File: config.mk
export PLATFORM = sky130hd
export DESIGN_NAME = pcm_regs
export DESIGN_NICKNAME = d
export VERILOG_FILES = /design/src/rtl/pcm_pkg.sv /design/src/rtl/pcm_bus_if.sv /design/src/rtl/pcm_slow_timer.sv /design/src/rtl/pcm_regs.sv
export SDC_FILE = /design/constraint.sdc
export NUM_CORES = 1
export LEC_CHECK = 0
export ABC_AREA = 1
export BUFFER_PORTS_ARGS = -buffer_cell sky130_fd_sc_hd__buf_2
export CAP_MARGIN = 15
export CORE_UTILIZATION = 35
export DETAILED_ROUTE_END_ITERATION = 8
export GPL_TIMING_DRIVEN = 0
export SLEW_MARGIN = 15
export SYNTH_ARGS = -nofsm -noshare
export SYNTH_HDL_FRONTEND = slang
export SYNTH_SLANG_ARGS = --single-unit
File: constraint.sdc
create_clock -name sys_clk -period 2.41 [get_ports sys_clk]
set_clock_uncertainty 0.2 [all_clocks]
set_input_delay 0.241 -clock sys_clk [delete_from_list [all_inputs] [get_ports sys_clk]]
set_output_delay 0.241 -clock sys_clk [all_outputs]
set_load 0.02 [all_outputs]
File: src/rtl/pcm_pkg.sv
package pcm_pkg;
   localparam int ADDR_W = 8;
   localparam int DATA_W = 32;
   localparam logic [7:0] OFF_CORE_SET = 8'h00;
   localparam logic [7:0] OFF_CORE_CLR = 8'h04;
   localparam logic [7:0] OFF_CORE_STATE = 8'h08;
   localparam logic [7:0] OFF_PER_SET = 8'h10;
   localparam logic [7:0] OFF_PER_CLR = 8'h14;
   localparam logic [7:0] OFF_PER_STATE = 8'h18;
   localparam logic [7:0] OFF_CFG = 8'h20;
   localparam logic [7:0] OFF_PWR_CMD = 8'h28;
   localparam logic [7:0] OFF_PWR_CFG = 8'h2C;
   localparam logic [7:0] OFF_OSC_STATE = 8'h30;
   localparam logic [7:0] OFF_IRQ_SET = 8'h34;
   localparam logic [7:0] OFF_IRQ_CLR = 8'h38;
   localparam logic [7:0] OFF_IRQ_STATE = 8'h3C;
   localparam logic [31:0] PER_MASK = 32'h0007EFFC;
   localparam logic CORE_RESET = 1'b1;
   localparam logic [31:0] PER_RESET = 32'h00000000;
   localparam logic [31:0] CFG_RESET = 32'h00000000;
   localparam logic [7:0] PWR_CFG_RESET = 8'h01;
   localparam int CFG_BYP = 0;
   localparam int CFG_OSC_EN = 1;
   localparam int CFG_CKO_DIS = 2;
   localparam int CFG_PRESCALE_SEL_LSB = 4;
   localparam int CFG_MUL_LSB = 8;
   localparam int CFG_CSS_LSB = 14;
   localparam int CFG_OSCNT_LSB = 16;
   localparam int CFG_PLLCNT_LSB = 24;
   localparam int CMD_SHD = 0;
   localparam int CMD_WAKE = 1;
   localparam int PSEL_SHD_LSB = 0;
   localparam int PSEL_WAKE_LSB = 2;
   localparam logic [2:0] PRESCALE_SEL_RSVD = 3'h7;
   localparam logic [1:0] CSS_SLOW = 2'h0;
   localparam logic [1:0] CSS_OSC = 2'h1;
   localparam logic [1:0] CSS_PLL = 2'h2;
   localparam logic [1:0] CSS_RSVD = 2'h3;
   localparam logic [1:0] PIN_TRIS = 2'h0;
   localparam logic [1:0] PIN_LOW = 2'h1;
   localparam logic [1:0] PIN_HIGH = 2'h2;
   localparam int SLOW_HZ = 32768;
   localparam int SYS_HZ = 200000000;
   localparam int OSC_TICK_DIV = 8;
   localparam int SLOW_CYC = SYS_HZ / SLOW_HZ;
   localparam logic [15:0] SLOW_CYC_M1 = 16'(SLOW_CYC - 1);
   localparam logic [2:0] OSC_DIV_M1 = 3'(OSC_TICK_DIV - 1);
   typedef enum logic [1:0] {PCM_PIN_TRIS, PCM_PIN_LOW, PCM_PIN_HIGH} pcm_pin_t;
endpackage

File: src/rtl/pcm_bus_if.sv
`timescale 1ns/1ps
interface pcm_bus_if;
   logic wr;
   logic rd;
   logic [7:0] addr;
   logic [31:0] wdata;
   modport master (output wr, output rd, output addr, output wdata);
   modport slave (input wr, input rd, input addr, input wdata);
endinterface

File: src/rtl/pcm_slow_timer.sv
`timescale 1ns/1ps
module pcm_slow_timer
   import pcm_pkg::*;
(
   input wire logic sys_clk,
   input wire logic sys_rst,
   output logic slow_tick,
   output logic osc_tick
);
   logic [15:0] cnt;
   logic [2:0] div;
   wire cnt_wrap = (cnt == SLOW_CYC_M1);
   always_ff @(posedge sys_clk) begin
      if (sys_rst) begin
         cnt <= 16'h0000;
         div <= 3'h0;
         slow_tick <= 1'b0;
         osc_tick <= 1'b0;
      end else begin
         cnt <= cnt_wrap ? 16'h0000 : cnt + 16'h0001;
         slow_tick <= cnt_wrap;
         osc_tick <= cnt_wrap && (div == OSC_DIV_M1);
         if (cnt_wrap) begin
            div <= div + 3'h1;
         end
      end
   end
endmodule // pcm_slow_timer

File: src/rtl/pcm_regs.sv
`timescale 1ns/1ps
module pcm_regs
   import pcm_pkg::*;
(
   input wire logic sys_clk,
   input wire logic sys_rst,
   input wire logic [pcm_pkg::ADDR_W-1:0] reg_addr,
   input wire logic [pcm_pkg::DATA_W-1:0] reg_wdata,
   input wire logic reg_wr,
   input wire logic reg_rd,
   output logic [pcm_pkg::DATA_W-1:0] reg_rdata,
   output logic core_clk_en,
   output logic [pcm_pkg::DATA_W-1:0] periph_clk_en,
   output logic osc_enable,
   output logic osc_bypass,
   output logic clkout_oe,
   output logic [2:0] prescale_sel,
   output logic [5:0] pll_multiplier,
   output logic pll_enable,
   output logic [1:0] clock_source_sel,
   output logic osc_stable_flag,
   output logic pll_lock_flag,
   output logic power_off_pin_out,
   output logic power_off_pin_oe
);
   import pcm_pkg::*;

   pcm_bus_if bus ();
   assign bus.wr = reg_wr;
   assign bus.rd = reg_rd;
   assign bus.addr = reg_addr;
   assign bus.wdata = reg_wdata;

   logic slow_tick;
   logic osc_tick;
   pcm_slow_timer u_timer (
      .sys_clk(sys_clk),
      .sys_rst(sys_rst),
      .slow_tick(slow_tick),
      .osc_tick(osc_tick)
   );

   logic [31:0] cfg;
   logic [7:0] pwr_cfg;
   logic [1:0] irq_mask;
   logic [7:0] osc_cnt;
   logic [7:0] pll_cnt;
   logic osc_stable;
   logic pll_locked;
   logic [1:0] pin_state;

   function automatic logic wr_at(input logic [7:0] off);
      wr_at = bus.wr && (bus.addr == off);
   endfunction

   function automatic logic [1:0] pin_code(input logic [1:0] sel, input logic [1:0] keep);
      pin_code = (sel == CSS_RSVD) ? keep : sel;
   endfunction

   wire w_core_set = wr_at(OFF_CORE_SET);
   wire w_core_clr = wr_at(OFF_CORE_CLR);
   wire w_per_set = wr_at(OFF_PER_SET);
   wire w_per_clr = wr_at(OFF_PER_CLR);
   wire w_cfg = wr_at(OFF_CFG);
   wire w_cmd = wr_at(OFF_PWR_CMD);
   wire w_pcfg = wr_at(OFF_PWR_CFG);
   wire w_irq_set = wr_at(OFF_IRQ_SET);
   wire w_irq_clr = wr_at(OFF_IRQ_CLR);

   // Proposed configuration fields
   wire [2:0] new_prescale_sel = bus.wdata[CFG_PRESCALE_SEL_LSB +: 3];
   wire [1:0] new_css = bus.wdata[CFG_CSS_LSB +: 2];
   wire [5:0] new_mul = bus.wdata[CFG_MUL_LSB +: 6];
   wire new_osc_en = bus.wdata[CFG_OSC_EN];
   wire [7:0] new_oscnt = bus.wdata[CFG_OSCNT_LSB +: 8];
   wire [5:0] new_pllcnt = bus.wdata[CFG_PLLCNT_LSB +: 6];
   wire [1:0] cur_css = cfg[CFG_CSS_LSB +: 2];
   wire [5:0] cur_mul = cfg[CFG_MUL_LSB +: 6];
   wire cur_osc_en = cfg[CFG_OSC_EN];

   // Leaving slow clock needs a stable oscillator; PLL also needs lock
   wire bad_rsvd = (new_prescale_sel == PRESCALE_SEL_RSVD) || (new_css == CSS_RSVD);
   wire bad_osc_sel = (new_css != CSS_SLOW) && (!new_osc_en || !osc_stable);
   wire bad_pll_sel = (new_css == CSS_PLL) && ((new_mul == 6'h00) || !pll_locked
                      || (new_mul != cur_mul));
   wire bad_pll_off = (new_mul == 6'h00) && (cur_mul != 6'h00) && (cur_css == CSS_PLL);
   wire bad_osc_off = !new_osc_en && cur_osc_en && (cur_css != CSS_SLOW);
   wire cfg_ok = !(bad_rsvd || bad_osc_sel || bad_pll_sel || bad_pll_off || bad_osc_off);
   wire cfg_take = w_cfg && cfg_ok;

   wire osc_start = cfg_take && new_osc_en && !cur_osc_en && (new_oscnt != 8'h00);
   wire pll_start = cfg_take && (new_mul != cur_mul) && (new_mul != 6'h00)
                    && (new_pllcnt != 6'h00);

   wire [1:0] shd_sel = pwr_cfg[PSEL_SHD_LSB +: 2];
   wire [1:0] wake_sel = pwr_cfg[PSEL_WAKE_LSB +: 2];
   // Wake has priority when both commands land in one write
   wire [1:0] next_pin_state = !w_cmd ? pin_state :
                               bus.wdata[CMD_WAKE] ? pin_code(wake_sel, pin_state) :
                               bus.wdata[CMD_SHD] ? pin_code(shd_sel, pin_state) :
                               pin_state;

   always_ff @(posedge sys_clk) begin
      if (sys_rst) begin
         core_clk_en <= CORE_RESET;
      end else if (w_core_set && bus.wdata[0]) begin
         core_clk_en <= 1'b1;
      end else if (w_core_clr && bus.wdata[0]) begin
         core_clk_en <= 1'b0;
      end
   end

   // A set and clear of one bit cannot meet: strobes never overlap
   always_ff @(posedge sys_clk) begin
      if (sys_rst) begin
         periph_clk_en <= PER_RESET;
      end else if (w_per_set) begin
         periph_clk_en <= periph_clk_en | (bus.wdata & PER_MASK);
      end else if (w_per_clr) begin
         periph_clk_en <= periph_clk_en & ~(bus.wdata & PER_MASK);
      end
   end

   always_ff @(posedge sys_clk) begin
      if (sys_rst) begin
         cfg <= CFG_RESET;
      end else if (cfg_take) begin
         cfg <= bus.wdata & 32'h3FFFFF77;
      end
   end

   // Backup domain settings share the main reset here
   always_ff @(posedge sys_clk) begin
      if (sys_rst) begin
         pwr_cfg <= PWR_CFG_RESET;
      end else if (w_pcfg) begin
         pwr_cfg <= bus.wdata[7:0];
      end
   end

   always_ff @(posedge sys_clk) begin
      if (sys_rst) begin
         irq_mask <= 2'h0;
      end else if (w_irq_set) begin
         irq_mask <= irq_mask | bus.wdata[1:0];
      end else if (w_irq_clr) begin
         irq_mask <= irq_mask & ~bus.wdata[1:0];
      end
   end

   // Oscillator start-up down-counter
   always_ff @(posedge sys_clk) begin
      if (sys_rst) begin
         osc_cnt <= 8'h00;
         osc_stable <= 1'b0;
      end else if (cfg_take && !new_osc_en) begin
         osc_cnt <= 8'h00;
         osc_stable <= 1'b0;
      end else if (osc_start) begin
         osc_cnt <= new_oscnt;
         osc_stable <= 1'b0;
      end else if (cfg_take && new_osc_en && !cur_osc_en) begin
         osc_stable <= 1'b1;
      end else if (osc_tick && osc_cnt != 8'h00) begin
         osc_cnt <= osc_cnt - 8'h01;
         osc_stable <= (osc_cnt == 8'h01);
      end
   end

   // PLL lock down-counter, one step per slow clock period
   always_ff @(posedge sys_clk) begin
      if (sys_rst) begin
         pll_cnt <= 8'h00;
         pll_locked <= 1'b0;
      end else if (cfg_take && (!new_osc_en || new_mul == 6'h00)) begin
         pll_cnt <= 8'h00;
         pll_locked <= 1'b0;
      end else if (pll_start) begin
         pll_cnt <= {2'h0, new_pllcnt};
         pll_locked <= 1'b0;
      end else if (cfg_take && new_mul != cur_mul) begin
         pll_locked <= osc_stable;
      end else if (!osc_stable) begin
         pll_locked <= 1'b0;
      end else if (slow_tick && pll_cnt != 8'h00) begin
         pll_cnt <= pll_cnt - 8'h01;
         pll_locked <= (pll_cnt == 8'h01);
      end
   end

   always_ff @(posedge sys_clk) begin
      if (sys_rst) begin
         pin_state <= PIN_TRIS;
      end else begin
         pin_state <= next_pin_state;
      end
   end

   // Registered views of the clock controls, the status flags and the power-off pin drive
   always_ff @(posedge sys_clk) begin
      if (sys_rst) begin
         osc_enable <= 1'b0;
         osc_bypass <= 1'b0;
         clkout_oe <= 1'b1;
         prescale_sel <= 3'h0;
         pll_multiplier <= 6'h00;
         pll_enable <= 1'b0;
         clock_source_sel <= CSS_SLOW;
         osc_stable_flag <= 1'b0;
         pll_lock_flag <= 1'b0;
         power_off_pin_out <= 1'b0;
         power_off_pin_oe <= 1'b0;
      end else begin
         osc_enable <= cfg[CFG_OSC_EN];
         osc_bypass <= cfg[CFG_BYP];
         clkout_oe <= !cfg[CFG_CKO_DIS];
         prescale_sel <= cfg[CFG_PRESCALE_SEL_LSB +: 3];
         pll_multiplier <= cur_mul;
         pll_enable <= (cur_mul != 6'h00);
         clock_source_sel <= cur_css;
         osc_stable_flag <= osc_stable;
         pll_lock_flag <= pll_locked;
         power_off_pin_out <= (pin_state == PIN_HIGH);
         power_off_pin_oe <= (pin_state == PIN_LOW) || (pin_state == PIN_HIGH);
      end
   end

   logic [31:0] rd_mux;
   always_comb begin
      rd_mux = 32'h00000000;
      unique case (bus.addr)
         OFF_CORE_STATE: rd_mux = {31'h0, core_clk_en};
         OFF_PER_STATE: rd_mux = periph_clk_en;
         OFF_CFG: rd_mux = cfg;
         OFF_PWR_CFG: rd_mux = {24'h0, pwr_cfg};
         OFF_OSC_STATE: rd_mux = {30'h0, pll_locked, osc_stable};
         OFF_IRQ_STATE: rd_mux = {30'h0, irq_mask};
         default: rd_mux = 32'h00000000;
      endcase
   end

   always_ff @(posedge sys_clk) begin
      if (sys_rst) begin
         reg_rdata <= 32'h00000000;
      end else begin
         reg_rdata <= bus.rd ? rd_mux : 32'h00000000;
      end
   end
endmodule // pcm_regs

[Word level (Yosys, flattened, before mapping)]
Index checks and enable logic that the tools add are counted.
Storage, ports and cells
  input port bits: 44
  output and inout bits: 84
  register bits: 163
  word-level logic and storage cells: 163
Cells by class
  bitwise logic cells: 8
  reductions and logical operators: 73
  equal/unequal tests: 30
  multiplexer cells: 21
  $add $sub $neg: 4
Operators by type and width (count)
  32-bit case mux with 6 select lines: 1
  32-bit 2-to-1 mux: 2
  8-bit by 6-bit equality test with 1-bit output (second input constant): 7
  32-bit AND: 1
  19-bit NOT with 32-bit output: 1
  32-bit by 19-bit bitwise OR with 32-bit output: 1
  1-bit logical AND: 29
  8-bit by 5-bit equality test with 1-bit output (second input constant): 3
  6-bit 2-to-1 mux: 4
  8-bit 2-to-1 mux: 3
  8-bit nonzero test: 3
  2-bit nonzero test: 9
  6-bit nonzero test: 3
  16-bit by 1-bit adder with 16-bit output (second input constant): 1
  16-bit by 13-bit equality test with 1-bit output (second input constant): 1
  8-bit by 1-bit equality test with 1-bit output (second input constant): 2
  8-bit by 1-bit subtractor with 8-bit output (second input constant): 2
  2-bit equality test (second input constant): 6
  2-bit 2-to-1 mux: 6
  1-bit logical OR: 10
  2-bit OR reduction: 5
  8-bit by 3-bit equality test with 1-bit output (second input constant): 1
  8-bit by 4-bit equality test with 1-bit output (second input constant): 1
  8-bit zero test: 1
  17 further kinds: 33

[Depth between registers and ports, before layout]
Gate-level depths: netlist (run 1).
  word-level depth: 14
  depth in mapped cells: 14
  gate-level depth less buffers: 14

[Cells and area by module]
Synthesis (run 1) repeated with hierarchy kept, for this count alone.
Second synthesis, totals
  cell total of the unflattened synthesis: 873
  area total of the unflattened synthesis: 6571.3 sq um
Modules (own cells, without submodules)
  pcm_regs: cells each 725, seq. area each 2482.4 sq um, times used 1, area an instance 5481.5 sq um
  pcm_slow_timer: cells each 148, seq. area each 420.4 sq um, times used 1, area an instance 1089.8 sq um

[Least setup slack after synthesis (run 1)]
OpenSTA, ideal clock, no wires.
  path kind: reg2reg
  start: register u_timer.cnt[0]
  end: register u_timer.cnt[14]
  period minus slack after synthesis: 1.859 ns
  required time: 2.095 ns
  setup time: 0.115 ns
  slack: 0.551 ns
  data arrival time: 1.544 ns
  stages on the path, launching flop included: 12
  cell sequence: dfxtp_1 > ha_1 > nand2_1 > nor2_1 > inv_1 > nor2_1 > nand2_1 > inv_1 > nand2_1 > nor4_1 > a21oi_1 > o21a_1
On the way
  longest elaborated chain between the ends: 2
  elaborated cells between the ends (all ways): 3
  those cells by class: add/sub (1); eq/ne (1); reduce/logical (1)
RTL lines
  start: declaration: line pcm_slow_timer.sv:10  | logic [15:0] cnt;
  start signal: assignment: line pcm_slow_timer.sv:20  | cnt <= cnt_wrap ? 16'h0000 : cnt + 16'h0001;
  parallel branches: the longest is 2 deep, another holds 16-bit by 1-bit adder with 16-bit output
Several ways; the timed one is not identified.
A chain may end at the register's enable or synchronous reset.

[Worst setup path after layout (run 1)]
  start: input reg_wdata[10] in the netlist's numbering
  end: register pll_cnt[7]
On the way
  longest elaborated chain between the ends: 13
  elaborated cells between the ends (all ways): 21
  those cells by class: eq/ne (1); bitwise (1); reduce/logical (19)
RTL lines
  start: declaration: line pcm_regs.sv:8  | input wire logic [pcm_pkg::DATA_W-1:0] reg_wdata,
  6-bit zero test: line pcm_regs.sv:84, pcm_regs.sv:86, pcm_regs.sv:175
  1-bit logical OR: line pcm_regs.sv:84  | wire bad_pll_sel = (new_css == CSS_PLL) && ((new_mul == 6'h00) || !pll_locked
  1-bit logical OR: line pcm_regs.sv:85  | || (new_mul != cur_mul));
  1-bit logical AND: line pcm_regs.sv:84
  1-bit logical OR (3 in series): line pcm_regs.sv:88  | wire cfg_ok = !(bad_rsvd || bad_osc_sel || bad_pll_sel || bad_pll_off || bad_osc_off);
  1-bit zero test: line pcm_regs.sv:88
  1-bit logical AND: line pcm_regs.sv:89  | wire cfg_take = w_cfg && cfg_ok;
  1-bit logical AND: line pcm_regs.sv:92, pcm_regs.sv:181
  1-bit logical AND: line pcm_regs.sv:92  | wire pll_start = cfg_take && (new_mul != cur_mul) && (new_mul != 6'h00)
  1-bit logical AND: line pcm_regs.sv:93  | && (new_pllcnt != 6'h00);
  3-bit OR reduction (no line)
  end signal: assignment: line pcm_regs.sv:179  | pll_cnt <= {2'h0, new_pllcnt};
  end signal: assignment: line pcm_regs.sv:186  | pll_cnt <= pll_cnt - 8'h01;
  end: declaration: line pcm_regs.sv:47  | logic [7:0] pll_cnt;
Several ways; a longest one is shown, not always the timed one.

==> impl_metrics.env, run 1 <==
export IMPL_outcome="complete, no violations"
export IMPL_hp_start="reg_wr"
export IMPL_syn_area_per_cell_sq_um=7.535
export IMPL_clock_sinks=145
export IMPL_dp_cells=1192
export IMPL_clock_power_share_pct=51.5
export IMPL_rr_startpoint="osc_cnt[0]$_SDFFE_PP0P_"
export IMPL_synth_warning_count=0
export IMPL_syn_area_sq_um=6352
export IMPL_dr_pass1_iters=4
export IMPL_post_cts_buffers=0
export IMPL_dr_max_layer_used="met4"
export IMPL_holdPathStages=3
export IMPL_grt_antenna_before_repair=0
export IMPL_ir_worst_vdd_mv=0.4738
export IMPL_gp_congestion=0.8592
export IMPL_met3_length_um=825
export IMPL_synth_cells=843
export IMPL_antenna_cells=0
export IMPL_cap_violations=0
export IMPL_internal_power_mw=4.339
export IMPL_totalPowerFinal_mw=5.551
export IMPL_holdWs_ps=36.40
export IMPL_die_w_um=136.7
export IMPL_r2r_cells=8
export IMPL_yosys_top_cells_area="dfxtp_1 (46%), nand2_1 (8.2%), nor2_1 (6.6%)"
export IMPL_drcViolationCount=0
export IMPL_power_density_nw_per_um2=677.4
export IMPL_yosysUniqueCellTypes=44
export IMPL_r2r_end="osc_cnt[5]$_SDFFE_PP0P_"
export IMPL_setup_violations=0
export IMPL_switching_share_pct=21.83
export IMPL_critPathTopFamily="simple AND/OR/NAND/NOR gates"
export IMPL_rrSetupSlack_ps=300
export IMPL_drive_above_1_share_pct=18.95
export IMPL_crit_buf_inv=5
export IMPL_vias_per_cell=4.641
export IMPL_clockBufferDepth=2
export IMPL_met1_length_um=8093
export IMPL_cts_root_buffer="clkbuf_16"
export IMPL_clk_pin_slew_worst_paths_ps=60
export IMPL_routed_wl_um=17120
export IMPL_routed_wl_met2_um=7963
export IMPL_cp_arrival_ps=2430
export IMPL_synth_yosys_seq_area_share_pct=45.70
export IMPL_wl_per_cell_um=13.65
export IMPL_post_route_util_pct=46.73
export IMPL_cts_buffers_inserted=17
export IMPL_timing_hold_violations_final=0
export IMPL_grt_pass1_vias=5520
export IMPL_io_pins=128
export IMPL_seqPwrFrac_pct=43.3
export IMPL_drv_slew=0
export IMPL_coreArea_sq_um=17540
export IMPL_post_synth_top_area_cell="dfxtp_1"
export IMPL_fin_nets=1071
export IMPL_dpl_hpwl_um=12920
export IMPL_cp_cell_sequence="dlygate4sd3_1 -> buf_2 -> nor2_1 -> nand3_2 -> inv_1 -> nand3_1 -> nand2_1 -> nor2_8 -> nand3_2 -> nand2_2 -> nor2_4 -> inv_2 -> nor2_2 -> nand2_1 -> inv_1"
export IMPL_layout_min_cycle_time_ps=2262
export IMPL_hold_class="in -> reg"
export IMPL_tns_ps=0
export IMPL_ys_seq_elements=145
export IMPL_die_area_sq_um=18690
export IMPL_grt_usage_pct=19.43
export IMPL_portBuffers=107
export IMPL_grt_start_max_net_pins=17
export IMPL_ant_nets=0
export IMPL_synth_main_ff_cell="dfxtp_1"
export IMPL_drtIter0Drc=347
export IMPL_synth_top_area_share_pct=45.70
export IMPL_leakagePower_nw=3.591
export IMPL_cp_end_kind="register"
export IMPL_max_stage_delay_ps=530
export IMPL_grt_overflow_total=0
export IMPL_die_y_um=136.7
export IMPL_h_tree_depth=4
export IMPL_synth_edf_count=0
export IMPL_vias=5820
export IMPL_async_flop_share_pct=0
export IMPL_syn2layout_area_growth_pct=28.99
export IMPL_whs_endpoint="pin_state[0]$_SDFFE_PP0P_"
export IMPL_grt_pass1_wl_um=27870
export IMPL_max_freq_mhz=442.0
export IMPL_maxSlewHeadroom_pct=47.26
export IMPL_slowest_stage="dlygate4sd3_1"
export IMPL_switchingPower_mw=1.212
export IMPL_nFillCells=1786
export IMPL_worstSetupStartpointType="primary input"
export IMPL_final_cells=1254
export IMPL_tightestPinTransition_ps=789.4
export IMPL_critPathKind="in -> reg"
export IMPL_comb_power_share_pct=5.2
export IMPL_insertion_delay_ps=420
export IMPL_worstPathMaxFanout=9
export IMPL_rows=48
export IMPL_fin_crit_sh_pct=93.87
export IMPL_cts_tree="yes"
export IMPL_initial_core_util_pct=36.22
export IMPL_cp_required_ps=2580
==> cell usage after synthesis (2+ instances only) <==
| master | count |
|---|---|
| buf_1 | 3 |
| o21ai_0 | 51 |
| nor2_1 | 111 |
| nand2_1 | 138 |
| inv_2 | 3 |
| a22o_1 | 2 |
| nor2_2 | 6 |
| dfxtp_1 | 145 |
| nor3_1 | 22 |
| xnor2_1 | 6 |
| o21ai_1 | 2 |
| ha_1 | 11 |
| clkbuf_1 | 14 |
| nand4_1 | 19 |
| nor2_8 | 2 |
| nand3_1 | 43 |
| nor4_1 | 5 |
| a21oi_1 | 74 |
| buf_4 | 18 |
| inv_1 | 108 |
| buf_2 | 6 |
| xor2_1 | 11 |
| o22ai_1 | 4 |
| a31oi_1 | 3 |
| nand3_2 | 5 |
| a211oi_1 | 6 |
| nand3_4 | 3 |
| nand2_2 | 6 |
==> cell type report <==
| type | count | area [sq um] | area share [%] |
|---|---|---|---|
| Sequential cell | 145 | 2903 | 35.43 |
| Multi-Input combinational cell | 561 | 2864 | 34.95 |
| Timing Repair Buffer | 137 | 835.8 | 10.20 |
| Clock buffer | 22 | 474.2 | 5.787 |
| Inverter | 112 | 422.9 | 5.161 |
| Tap cell | 225 | 281.5 | 3.436 |
| Buffer | 42 | 242.7 | 2.962 |
| Clock inverter | 10 | 170.2 | 2.077 |
==> worst register-to-register path, stage by stage, from the launching register on <==
cell	delay (ps)
dfxtp_1	380
inv_1	100
ha_1	210
a21boi_1	640
nand2_4	100
nand2_2	170
nor2_1	60
nor2_1	90
nor2_1	50
==> through the flow <==
step | setup slack [ps] | instance area [sq um]
after floorplan | 551.3 | 6416
after global placement | 180.7 | 7233
after detailed placement | 158.2 | 7233
after CTS | 53.60 | 8178
after global routing | -0.6390 | 8194
final | 147.8 | 8194
==> routing by layer <==
layer / global-route usage (%) / vias up
met2: 32.15 / 145
met5: 0 / -
li1: - / 3054
met1: 25.08 / 2605
met4: 6.481 / 0
met3: 3.963 / 16
==> what timing repair did <==
item | in CTS | in global routing
resized for setup | 0 | 9
setup endpoints to repair | 0 | 34
hold buffers | 30 | 0
hold endpoints to repair | 53 | 0
==> power groups by stage <==
stage	clock [mW]	sequential [mW]	combinational, mW
after floorplan	0	2.46	0.141
after global placement	0	2.46	0.246
after detailed placement	0	2.46	0.246
after CTS	2.92	2.41	0.284
after global routing	3.02	2.41	0.315
final	2.86	2.41	0.286
==> worst max path at each step <==
| stage | startpoint | endpoint | cells after the start |
|---|---|---|---|
| final | reg_wdata[10] | pll_cnt[7]$_SDFFE_PP0P_ | 15 |
| after global routing | reg_wdata[8] | pll_cnt[7]$_SDFFE_PP0P_ | 14 |
| after CTS | reg_wdata[10] | cfg[6]$_SDFFE_PP0N_ | 10 |
| after detailed placement | reg_wdata[10] | cfg[6]$_SDFFE_PP0N_ | 9 |
| after global placement | reg_wdata[10] | cfg[6]$_SDFFE_PP0N_ | 9 |
| after floorplan | u_timer.cnt[0]$_SDFF_PP0_ | u_timer.cnt[14]$_SDFF_PP0_ | 11 |
==> cell usage in the layout (no fill, tap or decap), types with 3 or more instances in the layout <==
cell           Yosys  routed
a31oi_1            3       3
nand2_2            6       5
inv_2              3       3
nand3_4            3       3
o21ai_1            2       3
clkbuf_16          0      17
nand3_2            5       5
nor2_1           111     111
a21oi_1           74      73
xor2_1            11      11
buf_4             18      18
o22ai_1            4       4
conb_1             1      18
nand2_1          138     138
xnor2_1            6       6
nor3_1            22      22
buf_2              6     113
nand4_1           19      19
bufinv_16          0       4
a211oi_1           6       6
nor2_2             6       5
buf_1              3       4
inv_6              0       4
clkbuf_8           0       3
dfxtp_1          145     145
dlygate4sd3_1      0      30
o21ai_0           51      50
nand3_1           43      43
clkbuf_1          14      13
inv_1            108     108
nor4_1             5       5
ha_1              11      11
==> kinds of logic (layout without fill, tap and decap cells) <==
kind of cell	Yosys count	in the layout	synth area share [%]
AND/OR/NAND/NOR	365	365	26.45
buffers and inverters	154	323	10.44
AO/OA/AOI/OAI	150	150	12.84
flip-flops	145	145	45.70
XOR/XNOR	17	17	2.344
adder cells (fa/ha/maj)	11	11	2.167
other	1	18	0.05903
Power figures use the tool's default switching activity.
==> run 2, diff against run 1 <==
PLACE_DENSITY_LB_ADDON = 0.05   (was default)
==> impl_metrics.env, run 2 (synthesis results as in run 1) <==
export IMPL_drive_above_1_share_pct=18.74
export IMPL_cts_root_buffer="clkbuf_16"
export IMPL_grt_start_max_net_pins=17
export IMPL_antenna_cells=0
export IMPL_rsz0062_at_grt="no"
export IMPL_holdPathStages=4
export IMPL_clockBufferDepth=2
export IMPL_cp_required_ps=2510
export IMPL_cts_tree="yes"
export IMPL_power_density_nw_per_um2=659.9
export IMPL_switching_share_pct=22.24
export IMPL_hold_class="in -> reg"
export IMPL_comb_power_share_pct=5.4
export IMPL_drcViolationCount=0
export IMPL_outcome="complete, no violations"
export IMPL_tightestPinTransition_ps=749.7
export IMPL_clk_pin_slew_worst_paths_ps=60
export IMPL_die_y_um=136.7
export IMPL_internal_power_mw=4.183
export IMPL_hp_start="reg_addr[5]"
export IMPL_rows=48
export IMPL_fin_crit_sh_pct=94.04
export IMPL_grt_antenna_before_repair=0
export IMPL_dpl_hpwl_um=13560
export IMPL_fin_nets=1073
export IMPL_dr_pass1_iters=5
export IMPL_vias_per_cell=4.720
export IMPL_switchingPower_mw=1.197
export IMPL_grt_pass1_vias=5520
export IMPL_drv_slew=0
export IMPL_grt_overflow_total=0
export IMPL_cp_arrival_ps=2370
export IMPL_drtIter0Drc=250
export IMPL_grt_usage_pct=20.32
export IMPL_coreArea_sq_um=17540
export IMPL_holdWs_ps=8.954
export IMPL_insertion_delay_ps=420
export IMPL_die_area_sq_um=18690
export IMPL_cap_violations=0
export IMPL_gp_congestion=0.8110
export IMPL_tns_ps=0
export IMPL_setup_violations=0
export IMPL_clock_power_share_pct=49.9
export IMPL_worstPathMaxFanout=10
export IMPL_leakagePower_nw=3.580
export IMPL_grt_pass1_wl_um=28590
export IMPL_final_cell_mix="dfxtp_1 (145), nand2_1 (138), buf_2 (113)"
export IMPL_syn2layout_area_growth_pct=28.32
export IMPL_ir_worst_vdd_mv=0.4892
export IMPL_portBuffers=107
export IMPL_layout_min_cycle_time_ps=2266
export IMPL_vias=5924
export IMPL_max_freq_mhz=441.3
export IMPL_timing_hold_violations_final=0
export IMPL_rr_startpoint="cfg[8]$_SDFFE_PP0N_"
export IMPL_initial_core_util_pct=36.22
export IMPL_die_w_um=136.7
export IMPL_worstSetupStartpointType="primary input"
export IMPL_seqPwrFrac_pct=44.7
export IMPL_h_tree_depth=4
export IMPL_cts_buffers_inserted=17
export IMPL_r2r_cells=9
export IMPL_maxSlewHeadroom_pct=50.02
export IMPL_r2r_end="cfg[23]$_SDFFE_PP0N_"
export IMPL_critPathKind="in -> reg"
export IMPL_ant_nets=0
export IMPL_routed_wl_um=18290
export IMPL_rrSetupSlack_ps=190
export IMPL_clock_sinks=145
export IMPL_io_pins=128
export IMPL_wl_per_cell_um=14.57
export IMPL_cp_end_kind="register"
export IMPL_mostFrequentLayoutCell="dfxtp_1"
[run 2: cell types whose count changed in the layout (fill, tap and decap cells not counted), sizes merged]
| cell | before | now |
|---|---|---|
| clkinv | 0 | 4 |
| bufinv | 4 | 3 |
| clkbuf | 35 | 34 |
| buf | 136 | 137 |
| dlygate4sd3 | 30 | 31 |
| inv | 116 | 113 |
[run 2: stage by stage]
step	instances	setup slack [ps]	total power, mW	instance area [sq um]	util, %
final	1255	143.8	5.379	8152	46.48
after global routing	1255	7.073	5.570	8152	46.48
after CTS	1254	75.13	5.441	8138	46.40
after detailed placement	1192	3.566	2.709	7233	41.25
after global placement	1192	75.52	2.709	7233	41.25
after floorplan	860	551.3	2.600	6416	-
[run 2: layout make-up]
| cell class | count | area [sq um] |
|---|---|---|
| clock buffer | 21 | 460.4 |
| multi-input combinational | 561 | 2855 |
| timing repair buffer | 139 | 853.3 |
| clock inverter | 10 | 133.9 |
| inverter | 112 | 422.9 |
| fill | 1863 | 9385 |
| tap | 225 | 281.5 |
| sequential | 145 | 2903 |
| buffer | 42 | 241.5 |
[run 2: power groups by stage]
stage,sequential (mW),clock [mW],combinational (mW)
5_1_grt,2.41,2.85,0.316
4_1_cts,2.41,2.75,0.289
2_1_floorplan,2.46,0,0.141
6_report,2.41,2.68,0.290
3_5_place_dp,2.46,0,0.250
3_3_place_gp,2.46,0,0.249
[run 2: critical path, cell delays in order]
cell and delay [ps]:
buf_2 110, nor2_1 180, nand3_1 180, nor2_1 210
clkbuf_1 530, nand3_1 150, nand2_1 90, a21oi_1 70
dlygate4sd3_1 600
[run 2: what timing repair did]
item | CTS | global route
resized for setup | 0 | 4
setup endpoints to repair | 0 | 14
hold endpoints to repair | 52 | 0
hold buffers | 31 | 0
buffers inserted | 0 | 1
[run 2: metal layers]
metal	GRT usage [%]	up-vias	wire (um)
met5	0	-	0
met3	3.889	24	903
met2	33.11	157	8452
met4	6.852	0	281
met1	26.77	2700	8650
li1	-	3043	-
[run 2: worst max path at each step]
stage,start,to,slack [ps],cells past startpoint
2_1_floorplan,u_timer.cnt[0]$_SDFF_PP0_,u_timer.cnt[14]$_SDFF_PP0_,550,11
3_3_place_gp,reg_wdata[10],cfg[11]$_SDFFE_PP0N_,80,11
3_5_place_dp,reg_wdata[10],cfg[8]$_SDFFE_PP0N_,4,11
4_1_cts,reg_wdata[1],cfg[9]$_SDFFE_PP0N_,80,12
5_1_grt,reg_wdata[1],cfg[23]$_SDFFE_PP0N_,7,12
6_report,reg_addr[1],register,140,9
==> run 3, diff against run 2 <==
GPL_ROUTABILITY_DRIVEN = 0   (was default)
clock period = 2.9 ns   (was 2.41 ns; I/O delays follow)
==> impl_metrics.env, run 3 (synthesis results as in run 1) <==
export IMPL_outcome="complete, no violations"
export IMPL_vias=5826
export IMPL_grt_pass1_vias=5449
export IMPL_portBuffers=107
export IMPL_ir_worst_vdd_mv=0.4064
export IMPL_cts_buffers_inserted=17
export IMPL_die_w_um=136.7
export IMPL_nFillCells=1864
export IMPL_rows=48
export IMPL_tns_ps=0
export IMPL_power_density_nw_per_um2=553.2
export IMPL_worstPathMaxFanout=10
export IMPL_maxSlewHeadroom_pct=49.51
export IMPL_hold_class="in -> reg"
export IMPL_place_ws_ps=444.6
export IMPL_grt_overflow_total=0
export IMPL_post_cts_buffers=0
export IMPL_drv_slew=0
export IMPL_dpl_hpwl_um=13560
export IMPL_worstSetupStartpointType="primary input"
export IMPL_fin_crit_sh_pct=87.30
export IMPL_ant_nets=0
export IMPL_io_pins=128
export IMPL_insertion_delay_ps=420
export IMPL_cp_cell_sequence="dlygate4sd3_1 -> buf_2 -> nor2_1 -> nand3_2 -> nand2_1 -> inv_1 -> nand3_2 -> nand2_2 -> nand2_2 -> clkbuf_1 -> o21ai_0 -> a21oi_1"
export IMPL_drcViolationCount=0
export IMPL_cts_root_buffer="clkbuf_16"
export IMPL_grt_start_max_net_pins=17
export IMPL_max_freq_mhz=395.0
export IMPL_mostFrequentLayoutCell="dfxtp_1"
export IMPL_coreArea_sq_um=17540
export IMPL_max_stage_delay_ps=530
export IMPL_final_cell_mix="dfxtp_1 (145), nand2_1 (138), buf_2 (113)"
export IMPL_die_area_sq_um=18690
export IMPL_wl_per_cell_um=14.41
export IMPL_drive_above_1_share_pct=18.69
export IMPL_grt_pass1_wl_um=28170
export IMPL_critPathTopFamily="buffers and inverters"
export IMPL_routed_wl_um=17970
export IMPL_fin_nets=1065
export IMPL_timing_hold_violations_final=0
export IMPL_h_tree_depth=4
export IMPL_slowest_stage="dlygate4sd3_1"
export IMPL_tightestPinTransition_ps=757.4
export IMPL_layout_min_cycle_time_ps=2532
export IMPL_cap_violations=0
export IMPL_fin_ws_ps=368.2
export IMPL_clockBufferDepth=2
export IMPL_syn2layout_area_growth_pct=27.00
export IMPL_critPathKind="in -> reg"
export IMPL_grt_antenna_before_repair=0
export IMPL_setup_violations=0
export IMPL_clock_sinks=145
export IMPL_antenna_cells=0
export IMPL_cp_required_ps=3050
export IMPL_cts_tree="yes"
export IMPL_clk_pin_slew_worst_paths_ps=60
export IMPL_die_y_um=136.7
export IMPL_cts_resized=0
export IMPL_cp_end_kind="register"
export IMPL_cp_arrival_ps=2680
export IMPL_rsz0062_at_grt="no"
export IMPL_crit_buf_inv=4
export IMPL_grt_usage_pct=20.03
export IMPL_dr_pass1_iters=5
export IMPL_initial_core_util_pct=36.22
export IMPL_leakagePower_nw=3.539
export IMPL_vias_per_cell=4.672
export IMPL_drtIter0Drc=229
[run 3: changes by cell type in the layout (fill, tap and decap cells not counted)]
cell,before,now
clkbuf_2,1,0
buf_4,19,18
dlygate4sd3_1,31,24
clkbuf_1,14,16
nor2_4,1,0
buf_1,4,3
nor2_2,5,6
[run 3: report_power, final]
group | internal, mW | switching (mW) | total, mW | leakage [nW]
Clock | 1.39 | 0.841 | 2.23 | 0.289
Sequential | 2.00 | 0.00347 | 2.00 | 1.17
Combinational | 0.0839 | 0.148 | 0.232 | 2.08
Total | 3.47 | 0.992 | 4.46 | 3.54
[run 3: path summary, 6_finish.rpt]
path / start / end / slack, ps / depth (start not counted)
max: reg_wdata[10] / cfg[0]$_SDFFE_PP0N_ / 370 / 12
min: reg_wdata[1] / register / 20 / 3
max reg2reg: cfg[8]$_SDFFE_PP0N_ / cfg[5]$_SDFFE_PP0N_ / 660 / 9
min reg2reg: cfg[2]$_SDFFE_PP0N_ / clkout_oe$_SDFF_PP1_ / 210 / 1
[run 3: timing repair]
action,in CTS,in global routing
hold endpoints to repair,31,0
hold buffers,24,0
setup endpoints to repair,0,0
[run 3: stage by stage]
stage | util, % | power [mW] | instance area [sq um] | cells | hold WS, ps
after global routing | 46.00 | 4.621 | 8068 | 1247 | 38.21
after global placement | 41.25 | 2.251 | 7233 | 1192 | 191.6
after detailed placement | 41.25 | 2.251 | 7233 | 1192 | 191.1
final | 46.00 | 4.463 | 8068 | 1247 | 22.48
after floorplan | - | 2.161 | 6416 | 860 | 179.4
after CTS | 46.00 | 4.514 | 8068 | 1247 | 7.591
[run 3: final cells by class]
type,count,area (sq um),area share (%)
sequential,145,2903,35.98
clock buffer,21,460.4,5.707
clock inverter,10,133.9,1.659
tap,225,281.5,3.489
buffer,42,240.2,2.978
inverter,112,422.9,5.242
multi-input combinational,561,2850,35.33
timing repair buffer,131,775.7,9.615
[run 3: per-layer routing]
layer	vias up	share of wire (%)	routed length, um	global-route usage, %
met5	-	0	0	0
met4	0	1.7	298	6.852
met3	25	4.5	803	3.852
met2	128	46	8217	32.60
met1	2646	48	8654	26.38
li1	3027	-	-	-
[run 3: worst reg2reg max path: stages, from the launching register on]
cell,delay [ps]
dfxtp_1,400
xnor2_1,140
nand2_1,70
nor2_1,220
nand3_2,140
nand2_2,220
nand2_2,130
clkbuf_1,300
o21ai_0,240
a21oi_1,60
